<file path="config.mk">
export PLATFORM = sky130hd
export DESIGN_NAME = ddc_nco_channel_select
export DESIGN_NICKNAME = d
export VERILOG_FILES = /design/src/rtl/nco_sel_pkg.sv /design/src/rtl/pin_sync.sv /design/src/rtl/ddc_nco_channel_select.sv
export VERILOG_INCLUDE_DIRS = /design/src /design/src/rtl
export SDC_FILE = /design/constraint.sdc
export NUM_CORES = 2
export LEC_CHECK = 0
export ABC_AREA = 1
export BUFFER_PORTS_ARGS = -buffer_cell sky130_fd_sc_hd__buf_4
export CORE_ASPECT_RATIO = 1.4
export CORE_MARGIN = 3
export CORE_UTILIZATION = 35
export CTS_CLUSTER_DIAMETER = 150
export DETAILED_ROUTE_END_ITERATION = 7
export PLACE_DENSITY_LB_ADDON = 0.08
export SKIP_CTS_REPAIR_TIMING = 1
export SYNTH_ARGS = -nofsm -noshare
export SYNTH_HDL_FRONTEND = slang
export SYNTH_SLANG_ARGS = --single-unit
</file>
<file path="constraint.sdc">
create_clock -name core_clk -period 4.7 [get_ports core_clk]
set_input_delay 0.94 -clock core_clk [delete_from_list [all_inputs] [get_ports core_clk]]
set_output_delay 0.94 -clock core_clk [all_outputs]
set_load 0.01 [all_outputs]
</file>
<file path="src/rtl/nco_sel_defs.svh">
// Register offsets, field positions, reset values and mode codes
`ifndef NCO_SEL_DEFS_SVH
`define NCO_SEL_DEFS_SVH
`define OFS_CHAN_CTRL     10'h314
`define OFS_PHASE_CTRL    10'h315
`define OFS_INC_B0        10'h316
`define OFS_INC_B1        10'h317
`define OFS_INC_B5        10'h31B
`define OFS_OFF_B0        10'h31D
`define OFS_OFF_B5        10'h322
`define OFS_XFER          10'h0FF
`define MODE_MSB          7
`define MODE_LSB          4
`define SEL_MSB           3
`define SEL_LSB           0
`define MODE_REGMAP       4'h0
`define MODE_PINS         4'h1
`define MODE_EDGE_A       4'h8
`define MODE_EDGE_B       4'hA
`define UPD_CONT_BIT      4
`define RESET_BYTE        8'h00
`define CHAN_ZERO         4'h0
`define CHAN_ONE          4'h1
`define WORD_BYTES        6
`define BYTE_BITS         8
`define PHASE_RD_MSB      4
`define PIN_A_BIT         0
`define PIN_B_BIT         1
`endif

</file>
<file path="src/rtl/nco_sel_pkg.sv">
// Types shared by the oscillator channel control block
package nco_sel_pkg;
  typedef logic [3:0]  chan_t;
  typedef logic [7:0]  byte_t;
  typedef logic [47:0] word48_t;
  typedef logic [9:0]  addr_t;
  typedef enum logic [1:0] {SRC_REGMAP, SRC_PINS, SRC_EDGE_A, SRC_EDGE_B} src_e;
endpackage : nco_sel_pkg

</file>
<file path="src/rtl/pin_sync.sv">
// Two-stage synchroniser with rising-edge detector
`timescale 1ns/100ps
module pin_sync (
  input  wire logic core_clk,
  input  wire logic reset,
  input  wire logic pin_in,
  output logic      level,
  output logic      rise
);
  logic meta_ff;
  logic sync_ff;
  logic prev_ff;

  always_ff @(posedge core_clk) begin
    if (reset) begin
      meta_ff <= 1'b0;
      sync_ff <= 1'b0;
      prev_ff <= 1'b0;
    end else begin
      meta_ff <= pin_in;
      sync_ff <= meta_ff;
      prev_ff <= sync_ff;
    end
  end

  assign level = sync_ff;
  assign rise  = sync_ff & ~prev_ff;
endmodule : pin_sync

</file>
<file path="src/rtl/ddc_nco_channel_select.sv">
// Oscillator channel select, phase update index and tuning/offset words
`timescale 1ns/100ps
`include "nco_sel_defs.svh"

// Summary of operation
// - Mode zero: active channel comes from the register channel select field.
// - Mode one: channel is two zeros, pin B zero, pin A zero.
// - Mode 1000: counter steps on pin A zero rising edges, drives channel.
// - Mode 1010: counter steps on pin B zero rising edges, drives channel.
// - Edge counter wraps to zero after reaching the register select value.
// - Register select field is a plain binary channel number 0 to 15.
// - Increment and offset writes go only to the indexed channel.
// - Indexed channel loads continuously or on a transfer command, per phase control bit 4.
// - Increment is a twos-complement tuning word, lowest byte in bits 7..0.
// - A 48-bit offset per channel is written bytewise and applied.
module ddc_nco_channel_select #(
  parameter int CHANNELS = 16
) (
  input  wire logic             core_clk,
  input  wire logic             reset,
  input  wire logic             reg_wr,
  input  wire logic             reg_rd,
  input  wire nco_sel_pkg::addr_t reg_addr,
  input  wire nco_sel_pkg::byte_t reg_wdata,
  output nco_sel_pkg::byte_t    reg_rdata_ff,
  input  wire logic             general_pin_a_zero,
  input  wire logic             general_pin_b_zero,
  output nco_sel_pkg::chan_t    active_chan_ff,
  output nco_sel_pkg::word48_t  frequency_tuning_word_ff,
  output nco_sel_pkg::word48_t  phase_offset_word_ff
);
  import nco_sel_pkg::*;

  ////////////////////////////////////////////////////////////////////////////
  // Registers
  byte_t   chan_ctrl_ff;
  byte_t   phase_ctrl_ff;
  word48_t inc_stage_ff;
  word48_t off_stage_ff;
  word48_t inc_mem_ff [CHANNELS];
  word48_t off_mem_ff [CHANNELS];
  chan_t   count_ff;
  logic    load_ff;
  logic    a_level;
  logic    a_rise;
  logic    b_level;
  logic    b_rise;
  src_e    src;
  chan_t   nxt_active;
  chan_t   nxt_count;
  chan_t   mode;
  chan_t   sel;
  chan_t   upd_idx;
  logic    cont_upd;
  logic    step;

  function automatic logic in_range(input addr_t a, input addr_t lo, input addr_t hi);
    return (a >= lo) && (a <= hi);
  endfunction : in_range

  function automatic logic lane_hit(input addr_t a, input addr_t base, input int lane);
    return a == addr_t'(base + addr_t'(lane));
  endfunction : lane_hit

  assign mode     = chan_ctrl_ff[`MODE_MSB:`MODE_LSB];
  assign sel      = chan_ctrl_ff[`SEL_MSB:`SEL_LSB];
  assign upd_idx  = phase_ctrl_ff[`SEL_MSB:`SEL_LSB];
  assign cont_upd = phase_ctrl_ff[`UPD_CONT_BIT];

  pin_sync u_sync_a (
    .core_clk (core_clk),
    .reset    (reset),
    .pin_in   (general_pin_a_zero),
    .level    (a_level),
    .rise     (a_rise)
  );

  pin_sync u_sync_b (
    .core_clk (core_clk),
    .reset    (reset),
    .pin_in   (general_pin_b_zero),
    .level    (b_level),
    .rise     (b_rise)
  );

  ////////////////////////////////////////////////////////////////////////////
  // Register writes
  always_ff @(posedge core_clk) begin
    if (reset) begin
      chan_ctrl_ff  <= `RESET_BYTE;
      phase_ctrl_ff <= `RESET_BYTE;
    end else if (reg_wr) begin
      if (reg_addr == `OFS_CHAN_CTRL) begin
        chan_ctrl_ff <= reg_wdata;
      end
      if (reg_addr == `OFS_PHASE_CTRL) begin
        phase_ctrl_ff <= reg_wdata;
      end
    end
  end

  // Byte-wise staging of tuning and offset words
  always_ff @(posedge core_clk) begin
    if (reset) begin
      inc_stage_ff <= '0;
      off_stage_ff <= '0;
    end else if (reg_wr) begin
      for (int i = 0; i < `WORD_BYTES; i++) begin
        if (lane_hit(reg_addr, `OFS_INC_B0, i)) begin
          inc_stage_ff[i*`BYTE_BITS +: `BYTE_BITS] <= reg_wdata;
        end
        if (lane_hit(reg_addr, `OFS_OFF_B0, i)) begin
          off_stage_ff[i*`BYTE_BITS +: `BYTE_BITS] <= reg_wdata;
        end
      end
    end
  end

  // Transfer command pulse, or continuous loading
  always_ff @(posedge core_clk) begin
    if (reset) begin
      load_ff <= 1'b0;
    end else begin
      load_ff <= cont_upd | (reg_wr && reg_addr == `OFS_XFER);
    end
  end

  always_ff @(posedge core_clk) begin
    if (reset) begin
      for (int i = 0; i < CHANNELS; i++) begin
        inc_mem_ff[i] <= '0;
        off_mem_ff[i] <= '0;
      end
    end else if (load_ff) begin
      inc_mem_ff[upd_idx] <= inc_stage_ff;
      off_mem_ff[upd_idx] <= off_stage_ff;
    end
  end

  ////////////////////////////////////////////////////////////////////////////
  // Channel source and edge counter
  always_comb begin
    case (mode)
      `MODE_PINS:   src = SRC_PINS;
      `MODE_EDGE_A: src = SRC_EDGE_A;
      `MODE_EDGE_B: src = SRC_EDGE_B;
      default:      src = SRC_REGMAP;
    endcase
  end

  always_comb begin
    step = ((src == SRC_EDGE_A) && a_rise) || ((src == SRC_EDGE_B) && b_rise);
    nxt_count = count_ff;
    if (step) begin
      nxt_count = (count_ff >= sel) ? `CHAN_ZERO : count_ff + `CHAN_ONE;
    end
  end

  always_ff @(posedge core_clk) begin
    if (reset) begin
      count_ff <= `CHAN_ZERO;
    end else begin
      count_ff <= nxt_count;
    end
  end

  always_comb begin
    case (src)
      SRC_PINS:   nxt_active = {2'h0, b_level, a_level};
      SRC_EDGE_A: nxt_active = nxt_count;
      SRC_EDGE_B: nxt_active = nxt_count;
      default:    nxt_active = sel;
    endcase
  end

  ////////////////////////////////////////////////////////////////////////////
  // Outputs
  always_ff @(posedge core_clk) begin
    if (reset) begin
      active_chan_ff           <= `CHAN_ZERO;
      frequency_tuning_word_ff <= '0;
      phase_offset_word_ff     <= '0;
    end else begin
      active_chan_ff           <= nxt_active;
      frequency_tuning_word_ff <= inc_mem_ff[nxt_active];
      phase_offset_word_ff     <= off_mem_ff[nxt_active];
    end
  end

  always_ff @(posedge core_clk) begin
    if (reset) begin
      reg_rdata_ff <= `RESET_BYTE;
    end else if (reg_rd) begin
      reg_rdata_ff <= `RESET_BYTE;
      if (reg_addr == `OFS_CHAN_CTRL) begin
        reg_rdata_ff <= chan_ctrl_ff;
      end else if (reg_addr == `OFS_PHASE_CTRL) begin
        reg_rdata_ff <= {3'h0, phase_ctrl_ff[`PHASE_RD_MSB:`SEL_LSB]};
      end else if (in_range(reg_addr, `OFS_INC_B0, `OFS_INC_B5)) begin
        reg_rdata_ff <= inc_stage_ff[(reg_addr - `OFS_INC_B0) * `BYTE_BITS +: `BYTE_BITS];
      end else if (in_range(reg_addr, `OFS_OFF_B0, `OFS_OFF_B5)) begin
        reg_rdata_ff <= off_stage_ff[(reg_addr - `OFS_OFF_B0) * `BYTE_BITS +: `BYTE_BITS];
      end
    end
  end

  // Channels other than the indexed one keep their words across a load
  for (genvar ch = 0; ch < CHANNELS; ch++) begin : g_keep

  end
endmodule : ddc_nco_channel_select

</file>
Yosys cells after proc, flatten, opt, wreduce, memory -nomap -nowiden

Memories as Yosys holds them, arrays and structs flattened. A register that Yosys moved wholly into a read port is not among the register bits.
Cells that the tools add are included.

Mux-type cells: 19
Bitwise logic cells: 5
Equal/unequal tests: 21
Reduce and logical (&&, ||, !) cells: 23
$add $sub $neg: 3
Magnitude comparators: 5
Shift-type cells: 2

Operators with widths:

| cell                   | number |
|---|---|
| $eq 10x10->1 const B   | 14 |
| $mux 48                | 2 |
| $reduce_or 48->1       | 2 |
| $shiftx 48x33->8       | 2 |
| $mux 8                 | 4 |
| $reduce_and 2->1       | 14 |
| $sub 10x10->11 const B | 2 |
| $ge 10x10->1 const B   | 2 |
| $le 10x10->1 const B   | 2 |
| $mux 4                 | 4 |
| $eq 10x8->1 const B    | 1 |
| $eq 4x4->1 const B     | 2 |
| $pmux 4 s2             | 1 |
| $mux 1                 | 7 |
| $pmux 2 s3             | 1 |
| $logic_and 1x1->1      | 5 |
| $add 4x1->4 const B    | 1 |
| $eq 2x2->1 const B     | 2 |
| $eq 4x1->1 const B     | 1 |
| $ge 4x4->1             | 1 |
| $and 1x1->1            | 2 |
| $eq 2x1->1 const B     | 1 |
| $not 1->1              | 2 |
| $reduce_or 2->1        | 1 |
| other kinds (2)        | 2 |

Memory bits (writable): 1,536
Word-level logic and storage cells: 104
Memories: 2
Register bits after elaboration: 132

Memory list:

| name       | depth | width | rd ports | clocked after Yosys merged registers in | wr ports | RTL line                     | RTL |
|---|---|---|---|---|---|---|---|
| inc_mem_ff | 16    | 48    | 1        | 1                                       | 16       | ddc_nco_channel_select.sv:40 | `word48_t inc_mem_ff [CHANNELS];` |
| off_mem_ff | 16    | 48    | 1        | 1                                       | 16       | ddc_nco_channel_select.sv:41 | `word48_t off_mem_ff [CHANNELS];` |

Depth between registers and ports, before layout

Depth after elaboration: 7
Gate-level depth with buffers: 20
Mapped depth without buffers: 18

Modules after synthesis

A second synthesis with hierarchy kept.

Cell total of the unflattened synthesis: 8,888
Area total of the unflattened synthesis: 82,125.0 µm²

Modules (own cells, without submodules):

| module                 | cells each | times used | area each (µm²) |
|---|---|---|---|
| ddc_nco_channel_select | 8,868      | 1          | 81,952.3 |
| pin_sync               | 10         | 2          | 86.3 |

Worst setup path after synthesis

Ideal clock, no wire load.

Kind: input -> register
From: input port reset
To: memory inc_mem_ff[0][0] (netlist bit), enable pin
Stages on the path: 8
Setup slack: -80 ps
Data arrival time: 3,881 ps
Cells stage by stage: clkbuf_1 -> inv_1 -> nand2_1 -> nor3_1 -> nand2_1 -> clkbuf_1 -> buf_1 -> nand2_1

RTL lines:

| element     | RTL line                     | RTL |
|---|---|---|
| from (decl) | ddc_nco_channel_select.sv:20 | `input wire logic reset,` |
| to (decl)   | ddc_nco_channel_select.sv:40 |  |

Worst setup path in the final report

From: register chan_ctrl_ff[3]
To: register phase_offset_word_ff[22] (read register of off_mem_ff)

Cells in the longest elaborated chain, start to end: 4

Ends and longest elaborated chain:

| element                | RTL line                      | RTL |
|---|---|---|
| from (decl)            | ddc_nco_channel_select.sv:36  | `byte_t chan_ctrl_ff;` |
| from (signal assigned) | ddc_nco_channel_select.sv:90  | `` chan_ctrl_ff <= `RESET_BYTE; `` |
| from (signal assigned) | ddc_nco_channel_select.sv:94  | `chan_ctrl_ff <= reg_wdata;` |
| $ge 4x4->1             | ddc_nco_channel_select.sv:155 | `` nxt_count = (count_ff >= sel) ? `CHAN_ZERO : count_ff + `CHAN_ONE; `` |
| $mux 4 (no line)       | -                             |  |
| $mux 4                 | ddc_nco_channel_select.sv:154 | `if (step) begin` |
| $pmux 4 s2 (*)         | ddc_nco_channel_select.sv:168 | `case (src)` |
| to (decl)              | ddc_nco_channel_select.sv:30  | `output nco_sel_pkg::word48_t phase_offset_word_ff` |

Every way passes the cells marked *; elsewhere a longest branch is shown, timed or not.
A chain may end at the register's enable or synchronous reset.

==> reports/qor.txt <==
RUN STATUS
---------------------------------------------------------------------------------
Outcome ............................................................    completed

SYNTHESIS
---------------------------------------------------------------------------------
Combinational family with the most area after synthesis ............ simple AND/OR/NAND/NOR gates
Largest area contributor in the netlist ............................ sky130_fd_sc_hd__edfxtp_1
Proportion of synthesized chip area in sequential cells ............        0.619
Cells after Synth ..................................................         8843
Xor-xnor portion of the synthesized cell area ......................     0.000321
Async set or reset register ratio after synthesis ..................            0
Post-Synth Simple-Gate Area ........................................        0.254
Portion of synthesized cell area occupied by the leading cell type .        0.563
Mean instance size in the synthesized netlist ......................   9.26 sq um
Area fraction in compound gates after synthesis ....................       0.0302
Post-Syn Nets ......................................................         8879
Commonest register cell after synthesis ............................ sky130_fd_sc_hd__edfxtp_1
Post-synth EDFFs ...................................................         1536
Warnings, synthesis ................................................            0
Cell variety after synth ...........................................           37
Cell area after synthesis ..........................................  81900 sq um
Adder and majority gate portion of the synthesized area ............      0.00183
Cell types with the largest area share after synthesis ............. sky130_fd_sc_hd__edfxtp_1, sky130_fd_sc_hd__nand3_1, sky130_fd_sc_hd__nor2_1
Multiplexer share of the synthesized area ..........................            0
Number of register bits inferred by synthesis ......................         1764

FINAL LAYOUT
---------------------------------------------------------------------------------
Nets@finish ........................................................         8644
Fraction of layout cells with a size suffix above 1 ................       0.0686
Area grow syn2layout ...............................................        12.5%
Fillers ............................................................        23.1k
Post-route cell area ...............................................  92200 sq um

PLACED DESIGN
---------------------------------------------------------------------------------
HPWL after detailed placement ...................................... 153000 microns
Global placer's final weighted congestion ..........................        0.857
Number of buffer cells added on primary ports ......................          131
Dpl cell area ......................................................  85900 sq um

GRT
---------------------------------------------------------------------------------
Vias in the first global route .....................................        60.9k
Wire length of the first global-routing pass ....................... 449000 microns
Grt total ovfl .....................................................            0
Number of antenna violations at the first check in global routing ..           18
Pin count of the biggest net entering global routing ...............          177
Total track usage ..................................................        0.256

STA
---------------------------------------------------------------------------------
Max_slew headroom ..................................................        0.173
Count of endpoints failing setup in the final report ...............            0
Setup TNS ..........................................................         0 ns
Achievable clock frequency .........................................      257 MHz
Final clock period utilization by the worst path ...................        0.827
Worst-Margin Slew ..................................................      1.24 ns
Clock skew .........................................................    0.0728 ns
Setup repair after global routing missed its margin ................        false
Final hold vios ....................................................            0
Final count of pins violating max slew .............................            0
Final Critical Period ..............................................      3.89 ns

FLOORPLANNING
---------------------------------------------------------------------------------
Count of boundary I/O pins .........................................          132
Die span in x ......................................................  415 microns
Initial Util .......................................................        0.353
Floorplan die area ................................................. 240000 sq um
Std-Cell Core Area ................................................. 232000 sq um
Overall die height .................................................  578 microns
Num rows ...........................................................          209

HOLD PATH
---------------------------------------------------------------------------------
Hold path startpoint ............................................... general_pin_b_zero
Depth of the worst hold-timing path ................................            3
Kind of path behind the tightest hold check ........................ primary input to flop
Worst Hold Path EP ................................................. u_sync_b.meta_ff

ROUTE
---------------------------------------------------------------------------------
Vias after detailed routing ........................................        62.8k
Routed wire length ................................................. 314000 microns
Drt first-iter violations ..........................................         6139
First-pass DRT Iterations ..........................................            6
Detail Route Antenna Nets ..........................................            0
Per-cell routed wire length ........................................ 26.5 microns
Detail-routed via count per cell ...................................         5.30
Residual DRC .......................................................            0

SETUP PATH
---------------------------------------------------------------------------------
Worst path arrival time ............................................      4.55 ns
Cell with the most instances on the worst path ..................... sky130_fd_sc_hd__nand3_1
Launch point of the worst reg-to-reg path .......................... chan_ctrl_ff[3]
Critical Path Start Type ...........................................         flop
Category of the critical setup timing path ......................... flop to flop
Crit. path cell count ..............................................           15
R2R Setup Slk ......................................................      0.81 ns
Critical path capture point type ...................................         flop
Cell at the slowest stage of the critical path ..................... sky130_fd_sc_hd__inv_6
Largest delay share family, worst path ............................. simple AND/OR/NAND/NOR gates
Maximum fanout count along the critical path .......................           46
Reg2reg end ........................................................ phase_offset_word_ff[22]
Cells along the critical path ...................................... inv_1, ha_1, a21oi_1, nand3_1, nand2_2, nand3_2, nand2_8, nand2_8, inv_6, buf_4, nand2_1, nand3_1, nand3_1, nand3_1, a21oi_1
Worst path bufs/invs ...............................................            3
CP max stage delay .................................................      0.55 ns
Endpoint required time on the critical path ........................      5.36 ns
Worst reg-to-reg path cell count ...................................           15

CLOCK TREE
---------------------------------------------------------------------------------
Clock transition at the registers of the reported paths ............      0.06 ns
Clock root buffer .................................................. sky130_fd_sc_hd__clkbuf_16
CTS sink count .....................................................         1764
CTS tree ...........................................................         done
Clock latency at the later pin of the worst-skew pair ..............      0.87 ns
Clock H-tree levels ................................................            4
Inserted Clock Buffers .............................................          196
Number of buffers on the longest clock path ........................            4

POWER AND IR DROP
---------------------------------------------------------------------------------
Power density normalized to cell area ..............................  373 nW/um^2
Leakage power total ................................................      35.3 nW
Maximum ir drop on the vdd rail ....................................     0.282 mV

JOB
---------------------------------------------------------------------------------
Max-cap viol count .................................................            0

-- cells in the mapped netlist, drive strengths merged (2+ instances only) --
cell type and n:
nand2 1010, clkbuf 467, clkinv 71, o31ai 2
xor2 3, o21ai 176, nand4 9, o22ai 5
a21oi 236, o211ai 21, nand3 1595, inv 1211
dfxtp 228, ha 12, edfxtp 1536, nand3b 364
nor3 10, nor4 3, buf 228, a211oi 24
nor2 1627
-- worst max-delay path by stage --
stage / startpoint / endpoint / slack, ns
3_5_place_dp: chan_ctrl_ff[3] / phase_offset_word_ff[22] / 0.87
6_report: chan_ctrl_ff[3] / phase_offset_word_ff[22] / 0.81
2_1_floorplan: reset / inc_mem_ff[0][0] / 0.84
5_1_grt: chan_ctrl_ff[3] / phase_offset_word_ff[23] / 0.56
4_1_cts: chan_ctrl_ff[3] / phase_offset_word_ff[22] / 0.84
3_3_place_gp: chan_ctrl_ff[1] / phase_offset_word_ff[23] / 0.80
-- metal layers --
layer  share of wire  wire length [microns]  global-route usage
met5         0.00012                     39                   0
met1            0.42                 132000               0.336
met4           0.028                   8920              0.0705
met2            0.49                 154000               0.444
met3           0.062                  19600              0.0325
-- registers in the layout, indices dropped and copies added (netlist names) --
name	count
inc_mem_ff	768
off_mem_ff	768
frequency_tuning_word_ff	48
inc_stage_ff	48
off_stage_ff	48
phase_offset_word_ff	48
chan_ctrl_ff	8
reg_rdata_ff	8
phase_ctrl_ff	5
active_chan_ff	4
count_ff	4
load_ff	1
u_sync_a.level	1
u_sync_a.meta_ff	1
u_sync_a.prev_ff	1
u_sync_b.level	1
u_sync_b.meta_ff	1
u_sync_b.prev_ff	1
-- report_power, final --
part | internal (mW) | switching [mW] | total (mW)
registers | 17.5 | 0.149 | 17.6
clock network | 8.84 | 6.59 | 15.4
logic | 0.340 | 0.972 | 1.31
total | 26.6 | 7.71 | 34.3
-- worst reg2reg max path, cell delays in order (launching register included) --
cell and delay, ns:
sky130_fd_sc_hd__dfxtp_1 0.36, sky130_fd_sc_hd__inv_1 0.07, sky130_fd_sc_hd__ha_1 0.33, sky130_fd_sc_hd__a21oi_1 0.14, sky130_fd_sc_hd__nand3_1 0.12, sky130_fd_sc_hd__nand2_2 0.11, sky130_fd_sc_hd__nand3_2 0.14, sky130_fd_sc_hd__nand2_8 0.38
sky130_fd_sc_hd__nand2_8 0.45, sky130_fd_sc_hd__inv_6 0.56, sky130_fd_sc_hd__buf_4 0.48, sky130_fd_sc_hd__nand2_1 0.15, sky130_fd_sc_hd__nand3_1 0.08, sky130_fd_sc_hd__nand3_1 0.08, sky130_fd_sc_hd__nand3_1 0.15, sky130_fd_sc_hd__a21oi_1 0.09
-- kinds of logic (layout without fill, tap and decap cells) --
logic type      after synthesis  count (layout)
compound gates              468             468
xor+xnor                      3               3
simple gates               4619            4619
fa+ha+maj                    12              12
other cells                   0              13
buf+inv                    1977            1900
flops                      1764            1764
-- final cells by class --
class,instances,area [sq um],area share
clock inverter,67,644,0.00699
sequential,1764,50700,0.550
multi-input combinational,5102,23900,0.259
tap,3059,3830,0.0415
clock buffer,289,5610,0.0608
antenna,13,32.5,0.000353
timing repair buffer,262,2620,0.0285
inverter,1282,4850,0.0526
-- cell usage in the layout (no fill, tap or decap), types with 2 or more instances in the layout --
master,instances
sky130_fd_sc_hd__buf_4,209
sky130_fd_sc_hd__buf_12,52
sky130_fd_sc_hd__nand3_1,1594
sky130_fd_sc_hd__o21ai_0,169
sky130_fd_sc_hd__nand2_2,2
sky130_fd_sc_hd__a211oi_1,24
sky130_fd_sc_hd__nor3_1,6
sky130_fd_sc_hd__clkinv_1,89
sky130_fd_sc_hd__nand2_8,19
sky130_fd_sc_hd__clkinv_8,3
sky130_fd_sc_hd__o31ai_1,2
sky130_fd_sc_hd__nor2_1,1623
sky130_fd_sc_hd__nand4_1,9
sky130_fd_sc_hd__clkbuf_1,60
sky130_fd_sc_hd__xor2_1,3
sky130_fd_sc_hd__nand2_4,18
sky130_fd_sc_hd__o21ai_1,7
sky130_fd_sc_hd__inv_8,3
sky130_fd_sc_hd__inv_1,1201
sky130_fd_sc_hd__clkinvlp_4,3
sky130_fd_sc_hd__o211ai_1,21
sky130_fd_sc_hd__a21oi_1,236
sky130_fd_sc_hd__o22ai_1,5
sky130_fd_sc_hd__ha_1,12
sky130_fd_sc_hd__nor3_2,4
sky130_fd_sc_hd__nand2_1,971
sky130_fd_sc_hd__diode_2,13
sky130_fd_sc_hd__clkbuf_8,32
sky130_fd_sc_hd__dfxtp_1,228
sky130_fd_sc_hd__edfxtp_1,1536
sky130_fd_sc_hd__nand3b_1,364
sky130_fd_sc_hd__bufinv_16,11
sky130_fd_sc_hd__clkbuf_16,198
sky130_fd_sc_hd__inv_6,5
sky130_fd_sc_hd__clkinv_2,28
sky130_fd_sc_hd__nor2_2,3
sky130_fd_sc_hd__inv_2,4
-- metrics by stage --
stage	util	power [mW]	setup slack [ns]	hold WS, ns	instances
after global placement	0.370	19.3	0.797	0.422	11469
after floorplan	-	18.6	0.835	0.388	8843
final	0.397	34.3	0.812	0.371	11838
after detailed placement	0.370	19.3	0.871	0.425	11469
after global routing	0.397	35.3	0.563	0.342	11827
after CTS	0.397	34.6	0.840	0.314	11825
(Power assumes the default switching activity.)
